### src/design/swid_pkg.sv
// Constants shared by the single-wire identification slave.
// Assumes a 20 MHz system clock; times are in microseconds.
package swid_pkg;
    localparam int CLK_MHZ            = 20;
    localparam int RESET_DETECT_US    = 480;
    localparam int PRESENCE_WAIT_US   = 30;
    localparam int PRESENCE_LOW_US    = 120;
    localparam int SAMPLE_POINT_US    = 30;
    localparam int READ_HOLD_US       = 30;
    localparam int RESET_DETECT_CYC   = RESET_DETECT_US * CLK_MHZ;
    localparam int PRESENCE_WAIT_CYC  = PRESENCE_WAIT_US * CLK_MHZ;
    localparam int PRESENCE_LOW_CYC   = PRESENCE_LOW_US * CLK_MHZ;
    localparam int SAMPLE_POINT_CYC   = SAMPLE_POINT_US * CLK_MHZ;
    localparam int READ_HOLD_CYC      = READ_HOLD_US * CLK_MHZ;
    localparam int CODE_BITS          = 64;
    localparam int DATA_BITS          = 56;
    localparam logic [7:0] CRC_POLY   = 8'h8c;
    localparam logic [7:0] CRC_RESET  = 8'h00;
    localparam logic [7:0] CMD_READ_A = 8'h33;
    localparam logic [7:0] CMD_READ_B = 8'h0f;
    localparam logic [7:0] CMD_SEARCH = 8'hf0;
    localparam logic [7:0] FAMILY_DEF = 8'h01;
    localparam logic [47:0] SERIAL_DEF = 48'h0000_0000_0001;

    typedef enum logic [2:0] {
        SWID_IDLE, SWID_PWAIT, SWID_PLOW, SWID_CMD, SWID_SEND,
        SWID_STOP
    } swid_state_e;

    // One CRC step: reflected form of x^8+x^5+x^4+1.
    function automatic logic [7:0] swid_crc_step(input logic [7:0] c,
                                                 input logic       b);
        logic fb;
        fb = c[0] ^ b;
        swid_crc_step = (c >> 1) ^ (fb ? CRC_POLY : CRC_RESET);
    endfunction : swid_crc_step
endpackage : swid_pkg

### src/design/swid_slave.sv
// Slave end of a single-wire identification link.
// Assumes an open-drain line with an external pull-up and one bus master.
//
// How it works
// Hold 64-bit code: family, serial, checksum.
// Checksum uses x^8+x^5+x^4+1 shift-XOR generator.
// Checksum starts zero, family LSB first, serial.
// Feeding checksum bits returns generator to zero.
// Line driven open-drain only, wired-AND.
// Master leaves line high while pausing.
// Transaction starts with reset then presence.
// Commands are exactly eight write slots.
// Read commands send family, serial, checksum.
// Search sends bit, complement, reads choice.
// Search mismatch drops device until reset.
// Master reads two zeros as both present.
// Unsupported commands leave line undriven.
// After reset release, wait then pull presence.
// Master samples presence at sample time.
// Each falling edge starts the slot timer.
// Master releases write-one early.
// Master holds write-zero low long enough.
// Device ready after the recovery interval.
// Read zero pulls low until timer ends.
// Master samples read slot inside window.
// Slew-limited master extends reset pulse.
// Presence waits 15-60 us, lasts 60-240 us.
// Master reset low at least 480 us; the bench master holds it low 2700 cycles (135 us).
// Long low aborts everything, answers presence.
// Written bit sampled mid-window, LSB first.
// After sequence or ignored command, stay quiet.
`timescale 1ns/1ns
`default_nettype none
module swid_slave
    import swid_pkg::*;
#(
    parameter int          RESET_CYC   = RESET_DETECT_CYC,
    parameter logic [7:0]  FAMILY      = FAMILY_DEF,  // Arbitrary value.
    parameter logic [47:0] SERIAL      = SERIAL_DEF   // Arbitrary value.
) (
    input  wire logic clk,
    input  wire logic sys_rst,
    input  wire logic line_in,
    output logic      line_out,
    output logic      line_oe_n,
    output logic      presence_active,
    output logic      cmd_valid,
    output logic [7:0] cmd_code
);
    if (RESET_CYC <= PRESENCE_LOW_CYC + 8
        || RESET_CYC > 32'h0000_ffff) begin : g_bad_reset_cyc
        $error("RESET_CYC out of range");
    end

    function automatic logic [7:0] crc_of(input logic [55:0] d);
        logic [7:0] c;
        c = CRC_RESET;
        for (int i = 0; i < DATA_BITS; i++) begin
            c = swid_crc_step(c, d[i]);
        end
        crc_of = c;
    endfunction : crc_of

    function automatic logic [7:0] crc_resid(input logic [63:0] d);
        logic [7:0] c;
        c = CRC_RESET;
        for (int i = 0; i < CODE_BITS; i++) begin
            c = swid_crc_step(c, d[i]);
        end
        crc_resid = c;
    endfunction : crc_resid

    localparam logic [55:0] DATA_FIELD = {SERIAL, FAMILY};
    localparam logic [63:0] CODE = {crc_of(DATA_FIELD), DATA_FIELD};

    logic        sync1_reg, sync2_reg, prev_reg;
    swid_state_e st_reg, st_next;
    logic [15:0] low_reg, low_next;
    logic [15:0] tmr_reg, tmr_next;
    logic [6:0]  bit_reg, bit_next;
    logic [1:0]  phase_reg, phase_next;
    logic        search_reg, search_next;
    logic [7:0]  cmd_reg, cmd_next;
    logic        drive_reg, drive_next;
    logic        slot_reg, slot_next;
    logic        cv_reg, cv_next;
    logic        fall, rise, cur_bit;

    always_ff @(posedge clk) begin
        if (sys_rst) begin
            sync1_reg <= 1'b1;
            sync2_reg <= 1'b1;
            prev_reg  <= 1'b1;
        end else begin
            sync1_reg <= line_in;
            sync2_reg <= sync1_reg;
            prev_reg  <= sync2_reg;
        end
    end

    assign fall    = prev_reg & ~sync2_reg;
    assign rise    = ~prev_reg & sync2_reg;
    assign cur_bit = CODE[bit_reg[5:0]];

    always_comb begin
        st_next     = st_reg;
        low_next    = sync2_reg ? 16'h0000
                      : (low_reg == 16'hffff ? low_reg : low_reg + 16'h0001);
        tmr_next    = (tmr_reg == 16'hffff) ? tmr_reg : tmr_reg + 16'h0001;
        bit_next    = bit_reg;
        phase_next  = phase_reg;
        search_next = search_reg;
        cmd_next    = cmd_reg;
        drive_next  = drive_reg;
        slot_next   = slot_reg;
        cv_next     = 1'b0;
        if (fall) begin
            tmr_next  = 16'h0000;
            slot_next = 1'b1;
        end
        case (st_reg)
            SWID_IDLE: begin
                drive_next = 1'b0;
            end
            SWID_PWAIT: begin
                if (tmr_reg >= 16'(PRESENCE_WAIT_CYC - 1)) begin
                    st_next    = SWID_PLOW;
                    tmr_next   = 16'h0000;
                    drive_next = 1'b1;
                end
            end
            SWID_PLOW: begin
                if (tmr_reg >= 16'(PRESENCE_LOW_CYC - 1)) begin
                    st_next    = SWID_CMD;
                    drive_next = 1'b0;
                    slot_next  = 1'b0;
                    bit_next   = 7'h00;
                end
            end
            SWID_CMD: begin
                if (slot_reg && !fall
                    && tmr_reg == 16'(SAMPLE_POINT_CYC)) begin
                    cmd_next  = {sync2_reg, cmd_reg[7:1]};
                    slot_next = 1'b0;
                    bit_next  = bit_reg + 7'h01;
                    if (bit_reg == 7'h07) begin
                        cv_next    = 1'b1;
                        bit_next   = 7'h00;
                        phase_next = 2'h0;
                        if (cmd_next == CMD_READ_A
                            || cmd_next == CMD_READ_B) begin
                            st_next     = SWID_SEND;
                            search_next = 1'b0;
                        end else if (cmd_next == CMD_SEARCH) begin
                            st_next     = SWID_SEND;
                            search_next = 1'b1;
                        end else begin
                            st_next = SWID_STOP;
                        end
                    end
                end
            end
            SWID_SEND: begin
                if (fall) begin
                    // pull low for a zero; phase 1 sends complement.
                    if (phase_reg == 2'h2) begin
                        drive_next = 1'b0;
                    end else if (phase_reg == 2'h1) begin
                        drive_next = cur_bit;
                    end else begin
                        drive_next = ~cur_bit;
                    end
                end else if (slot_reg
                             && tmr_reg == 16'(READ_HOLD_CYC)) begin
                    drive_next = 1'b0;
                    slot_next  = 1'b0;
                    if (!search_reg) begin
                        bit_next = bit_reg + 7'h01;
                        if (bit_reg == 7'(CODE_BITS - 1)) begin
                            st_next = SWID_STOP;
                        end
                    end else if (phase_reg != 2'h2) begin
                        phase_next = phase_reg + 2'h1;
                    end else begin
                        phase_next = 2'h0;
                        bit_next   = bit_reg + 7'h01;
                        if (sync2_reg != cur_bit) begin
                            st_next = SWID_STOP;
                        end else if (bit_reg == 7'(CODE_BITS - 1)) begin
                            st_next = SWID_STOP;
                        end
                    end
                end
            end
            SWID_STOP: begin
                drive_next = 1'b0;
            end
            default: begin
                st_next    = SWID_IDLE;
                drive_next = 1'b0;
            end
        endcase
        // a long low aborts anything and arms a presence answer.
        if (!drive_reg && low_reg >= 16'(RESET_CYC)) begin
            st_next    = SWID_IDLE;
            drive_next = 1'b0;
        end
        if (st_reg == SWID_IDLE && low_reg >= 16'(RESET_CYC) && rise) begin
            st_next  = SWID_PWAIT;
            tmr_next = 16'h0000;
        end
    end

    always_ff @(posedge clk) begin
        if (sys_rst) begin
            st_reg     <= SWID_IDLE;
            low_reg    <= 16'h0000;
            tmr_reg    <= 16'h0000;
            bit_reg    <= 7'h00;
            phase_reg  <= 2'h0;
            search_reg <= 1'b0;
            cmd_reg    <= 8'h00;
            drive_reg  <= 1'b0;
            slot_reg   <= 1'b0;
            cv_reg     <= 1'b0;
        end else begin
            st_reg     <= st_next;
            low_reg    <= low_next;
            tmr_reg    <= tmr_next;
            bit_reg    <= bit_next;
            phase_reg  <= phase_next;
            search_reg <= search_next;
            cmd_reg    <= cmd_next;
            drive_reg  <= drive_next;
            slot_reg   <= slot_next;
            cv_reg     <= cv_next;
        end
    end

    assign line_out        = 1'b0;
    assign line_oe_n       = ~drive_reg;
    assign presence_active = (st_reg == SWID_PLOW);
    assign cmd_valid       = cv_reg;
    assign cmd_code        = cmd_reg;

    AST_CRC_ZERO: assert property (@(posedge clk)
        crc_resid(CODE) == CRC_RESET)
        else $error("stored checksum residue not zero");
    AST_OPEN_DRAIN: assert property (@(posedge clk)
        disable iff (sys_rst) line_out == 1'b0)
        else $error("line driven high");
    AST_PRES_LEN: assert property (@(posedge clk)
        disable iff (sys_rst)
        $rose(presence_active) |-> presence_active [*8])
        else $error("presence too short");
    AST_PWAIT: assert property (@(posedge clk)
        disable iff (sys_rst)
        (st_reg == SWID_PWAIT) |-> line_oe_n)
        else $error("drive during presence wait");
    AST_SILENT: assert property (@(posedge clk)
        disable iff (sys_rst)
        (st_reg == SWID_STOP) |=> line_oe_n)
        else $error("driving while inactive");
    AST_CMD_DONE: assert property (@(posedge clk)
        disable iff (sys_rst)
        cmd_valid |-> $past(st_reg) == SWID_CMD)
        else $error("command outside receive");
    AST_RESET_IDLE: assert property (@(posedge clk)
        disable iff (sys_rst)
        (!drive_reg && low_reg >= 16'(RESET_CYC)) |=> st_reg == SWID_IDLE
                                                   || st_reg == SWID_PWAIT)
        else $error("long low not a reset");
    AST_DROP: assert property (@(posedge clk)
        disable iff (sys_rst)
        (st_reg == SWID_SEND && search_reg && phase_reg == 2'h2 && !fall
         && slot_reg && tmr_reg == 16'(READ_HOLD_CYC)
         && sync2_reg != cur_bit) |=> st_reg == SWID_STOP)
        else $error("mismatch did not drop");
    AST_SAMPLE_LSB: assert property (@(posedge clk)
        disable iff (sys_rst)
        cmd_valid |-> cmd_code[7] == $past(sync2_reg))
        else $error("command bit order");
    COV_PRES: cover property (@(posedge clk) $rose(presence_active));
    COV_READ: cover property (@(posedge clk) cmd_valid
        && cmd_code == CMD_READ_A);
    COV_SEARCH: cover property (@(posedge clk) cmd_valid
        && cmd_code == CMD_SEARCH);
endmodule : swid_slave
`default_nettype wire

### config.mk
export PLATFORM = sky130hd
export DESIGN_NAME = swid_slave
export DESIGN_NICKNAME = d
export VERILOG_FILES = /design/src/design/swid_pkg.sv /design/src/design/swid_slave.sv
export SDC_FILE = /design/constraint.sdc
export NUM_CORES = 1
export LEC_CHECK = 0
export BUFFER_PORTS_ARGS = -buffer_cell sky130_fd_sc_hd__buf_2
export CAP_MARGIN = 10
export CORE_MARGIN = 5
export CORE_UTILIZATION = 35
export DETAILED_ROUTE_END_ITERATION = 8
export GPL_TIMING_DRIVEN = 0
export SLEW_MARGIN = 10
export SYNTH_ARGS = -nofsm -noshare
export SYNTH_HDL_FRONTEND = slang
export SYNTH_SLANG_ARGS = --single-unit
### constraint.sdc
create_clock -name clk -period 3.5 [get_ports clk]
set_clock_uncertainty 0.2 [all_clocks]
set_input_delay 0.7 -clock clk [delete_from_list [all_inputs] [get_ports clk]]
set_output_delay 0.7 -clock clk [all_outputs]
set_load 0.02 [all_outputs]
# Yosys cells after proc, flatten, opt, wreduce, memory -nomap -nowiden
# Memories as Yosys holds them, arrays and structs flattened. A register that Yosys moved wholly into a read port is not among the register bits.
# Index checks and enable logic that the tools add are counted.
# op_classes
addsub,4
magnitude_cmp,4
mux,53
reduce_logical,26
n_eq_ne,34
bitwise_logic,9
# op_table
cell,count
$mux 16,4
$mux 7,7
$add 16x1->16 const B,2
$eq 16x16->1 const B,2
$mux 3,10
$pmux 7 s3,1
$ne 4x4->1 const B,5
$mux 1,19
$eq 16x10->1 const B,1
$ge 16x10->1 const B,1
$ge 16x12->1 const B,1
$ge 16x14->1 const B,1
$reduce_and 8->1,2
$pmux 3 s5,1
$ne 2x2->1 const B,7
$mux 2,6
$mux 6,2
$reduce_and 6->1,2
$eq 8x4->1 const B,1
$eq 8x6->1 const B,1
$eq 8x8->1 const B,1
$reduce_and 4->1,2
$reduce_or 2->1,4
$add 7x1->7 const B,1
other kinds (28),46
# totals
mem_bits_ro,64
memories,1
reg_bits,59
input_bits,3
wordCells,145
# mem_list
memory,depth,width,read_ports,rd_clocked_by_memory_dff,write_ports,line,source
(name not given),64,1,1,1,0,swid_slave.sv:103,assign cur_bit = CODE[bit_reg[5:0]];

# Logic depth before layout (Yosys ltp)
# logic_depth
word_depth,11
ltp_mapped,10

# Least setup slack after synthesis
# OpenSTA, ideal clock, no wires.
# synth_path
path_type,flip-flop to flip-flop
from,reg st_reg[2]
to,reg search_reg
stages_incl_launch_ff,10
t_arrival_ns,2.501
setup_slack_ns,0.680
path_cell_list,dfxtp_1 clkbuf_1 or3b_2 inv_1 and3_1 or3_2 dlygate4sd1_1 a221oi_1 nand2_1 o221a_2
# synth_between
elab_chain_cells,2
# synth_lines
element,line,source
start: declaration,swid_slave.sv:77,"swid_state_e st_reg, st_next;"
start signal: assignment,swid_slave.sv:227,st_reg <= st_next;
$eq 3x2->1,swid_slave.sv:121,case (st_reg)
$reduce_and 4->1 (no source line),-,
end signal: assignment,swid_slave.sv:232,search_reg <= search_next;
end: declaration,swid_slave.sv:82,"logic search_reg, search_next;"
# Every way passes these cells.
# A chain may end at the register's enable or synchronous reset.

# Worst setup path after layout
# Same ends and word-level chain as after synthesis.

==> results.txt <==
----------------------------------------------------
[CTS]
  Clock Tree Buf Depth ... 2
  CTS hold repair buffers ... 0
  Number of clock sinks ... 60
  Buffer cell driving the clock tree root ... clkbuf_8
  TritonCTS clock tree ... done
  Num CTS Buffers ... 9
  Clock transition time at the flip-flop clock pins of the worst setup and hold paths ... 0.08 ns
  Worst-Skew Late Latency ... 0.34 ns
  Cells resized by post-CTS repair ... 0
  H-tree lvl count ... 3
  Post-CTS repair timing setup buffer count ... 0

[Final layout]
  Filler-free cell count of the finished design ... 530
  Share of cells above drive strength 1 ... 0.126
  Commonest cells after routing, fill and taps aside ... nor2_1 (60), dfxtp_1 (60), nand2_1 (23), a21oi_1 (21)
  # nets final ... 422
  N_diodes ... 0
  Area Growth Syn to Fin ... 12.4%
  Layout filler cell count ... 940

[Global route]
  Wire length of the first global-routing pass ... 11900 um
  Number of antenna violations at the first check in global routing ... 0
  Remaining global-route overflow ... 0
  Via count of the first global-routing pass ... 2608
  Total routing resource utilization after global routing ... 0.128
  Maximum number of pins on one net before global-route repair ... 14

[Hold path]
  Worst hold path cell count ... 1
  Worst min-delay path category ... flop to flop

[Run status]
  Run status ... completed

[Worst setup path]
  Data arrival at the endpoint of the critical path ... 3.19 ns
  Crit path launch type ... flop
  Number of cells on the worst reg-to-reg path ... 9
  Category of the most critical setup path ... flop to flop
  Maximum net fanout on the critical path ... 10
  Required time of the critical path ... 3.53 ns
  Type of destination of the critical path ... flop

[STA]
  Worst Tran Pin Value ... 0.995 ns
  Worst slew margin relative to its limit ... 0.326
  Unrepaired setup endpoints after global routing ... no
  Finish-stage setup viols ... 0
  Fraction of the cycle the final worst path needs ... 0.904
  Worst hold margin ... 0.218 ns
  Min Tclk post-route ... 3.16 ns
  Total Neg Setup Slack ... 0 ns
  Final Slew Violations ... 0
  Fin. Hold Viols ... 0
  Highest clock frequency the design can meet ... 0.316 GHz

[Floorplan]
  Area inside the core boundary ... 0.00915 sq mm
  Area enclosed by the die boundary ... 0.0113 sq mm
  Overall die height ... 106 um
  Starting Density ... 0.354
  Site Rows ... 35
  Top-level port count ... 15
  Die Span X ... 106 um

[Logic synthesis]
  Synthesized net count ... 399
  Cell types occupying the most area after synthesis ... dfxtp_1 (37%), nor2_1 (7.0%), xor2_1 (3.5%)
  Synth Area in XOR/XNOR ... 0.0568
  Share of synthesized area occupied by flip-flops and latches ... 0.371
  Number of enable flip-flop cells after synthesis ... 0
  Number of flip-flops and latches in the synthesized netlist ... 60
  Cell accounting for the most synthesized area ... dfxtp_1
  Simple logic cell fraction of the synthesized area ... 0.291
  Multiplexer fraction of the synthesized cell area ... 0.0340
  Post-Syn Area per Cell ... 8.28 sq um
  Post-synthesis share of cell area spent on full adders, half adders and majority gates ... 0.0193
  Synthesized-area fraction occupied by ao, oa, aoi and oai cells ... 0.171
  Post-synthesis cell count ... 391
  Warning count from the yosys run ... 0
  Number of distinct library cells after synthesis ... 66
  Async SR Flop Fraction ... 0
  Post-synth design cell area ... 0.00324 sq mm
  Area fraction of the dominant cell type after synthesis ... 0.371
  Largest family of logic cells by synthesized area ... simple AND/OR/NAND/NOR gates
  Most used DFF post-synth ... dfxtp_1

[Job]
  Max-cap check violation count ... 0

[Routing]
  Via count ... 2806
  Routed WL ... 6880 um
  Antenna Violating Nets Remaining ... 0
  Via-to-Cell Ratio ... 5.29
  Number of optimization iterations in the first detailed-route pass ... 4
  Residual DRC ... 0
  First-iteration detailed-routing DRC count ... 118
  Wire length per cell after detailed routing ... 13.0 um

[Power and ir drop]
  VDD IR-drop max ... 0.145 mV
  Power density relative to cell area ... 379 mW/mm^2
  Overall Power ... 1.38 mW
  Pleak ... 1.33 nW

[Place]
  Detailed placer's ending HPWL ... 5030 um
  Weighted congestion at the end of routability-driven global placement ... 0.846
  Quantity of I/O buffers inserted on ports ... 12
  Cell count after placement ... 514

----------------------------------------------------
[path summary, 6_finish.rpt]
kind | from | to | slack [ns]
max reg2reg | st_reg[2]$_SDFFE_PP0P_ | search_reg$_SDFFE_PP0P_ | 0.34
min reg2reg | sync1_reg$_SDFF_PP1_ | sync2_reg$_SDFF_PP1_ | 0.22
min | sync1_reg$_SDFF_PP1_ | sync2_reg$_SDFF_PP1_ | 0.22
max | st_reg[2]$_SDFFE_PP0P_ | search_reg$_SDFFE_PP0P_ | 0.34
[Yosys cell counts, types with 3 or more instances]
| cell | instances |
|---|---|
| o31ai_1 | 6 |
| nor4_1 | 3 |
| nor3_1 | 10 |
| a211oi_1 | 11 |
| nor4bb_1 | 4 |
| nand2b_1 | 5 |
| nand3_1 | 15 |
| nor2_1 | 60 |
| a21oi_1 | 21 |
| and2_1 | 5 |
| inv_1 | 15 |
| o21ai_0 | 14 |
| mux2i_1 | 11 |
| o2111ai_1 | 3 |
| xor2_1 | 13 |
| dfxtp_1 | 60 |
| a31oi_1 | 4 |
| nand2_1 | 23 |
| or2_2 | 3 |
| xnor2_1 | 8 |
| nor3b_1 | 3 |
| and3_1 | 12 |
| clkbuf_1 | 14 |
| ha_1 | 5 |
| o211ai_1 | 4 |
| nand4_1 | 8 |
[layer usage]
| layer | track usage | part of all wire | vias to the layer above |
|---|---|---|---|
| met4 | 0.0370 | 0.012 | 0 |
| met5 | 0 | 0 | - |
| met1 | 0.163 | 0.50 | 1309 |
| li1 | - | - | 1449 |
| met2 | 0.208 | 0.45 | 42 |
| met3 | 0.0383 | 0.037 | 6 |
[logic make-up (layout without fill, tap and decap cells)]
logic type / count (synthesis) / in the layout
other cells: 1 / 1
xor+xnor: 21 / 21
buf+inv: 36 / 64
fa+ha+maj: 5 / 5
mux: 11 / 11
compound gates: 81 / 81
simple gates: 176 / 176
flops: 60 / 60
[per-stage QoR]
stage	worst slack, ns	util	instance area [sq um]
after floorplan	0.680	-	3240
after global placement	0.385	0.376	3440
after detailed placement	0.378	0.376	3440
after CTS	0.361	0.398	3640
after global routing	0.127	0.398	3640
final	0.337	0.398	3640
[report_power, final]
group	total [mW]	leakage [nW]	switching [mW]	internal, mW
clock	0.652	0.0973	0.314	0.339
sequential	0.691	0.484	0.00433	0.687
combinational	0.0366	0.749	0.0226	0.0141
total	1.38	1.33	0.340	1.04
[area by class of cell]
class / instances / area [sq um] / area share
clock inverter: 7 / 80.1 / 0.0220
tap: 111 / 139 / 0.0381
inverter: 15 / 56.3 / 0.0155
multi-input combinational: 295 / 1860 / 0.510
buffer: 21 / 124 / 0.0340
timing repair buffer: 12 / 60.1 / 0.0165
clock buffer: 9 / 124 / 0.0340
sequential: 60 / 1200 / 0.330
[critical path: stages (launching register included)]
cell           delay (ns)
dfxtp_1              0.31
clkbuf_1             0.29
or3b_2               0.22
inv_1                0.09
and3_1               0.14
or3_2                0.39
dlygate4sd1_1        0.32
a221oi_1             0.54
nand2_1              0.23
o221a_2              0.33
No activity file was read; power rests on OpenSTA's default activity.
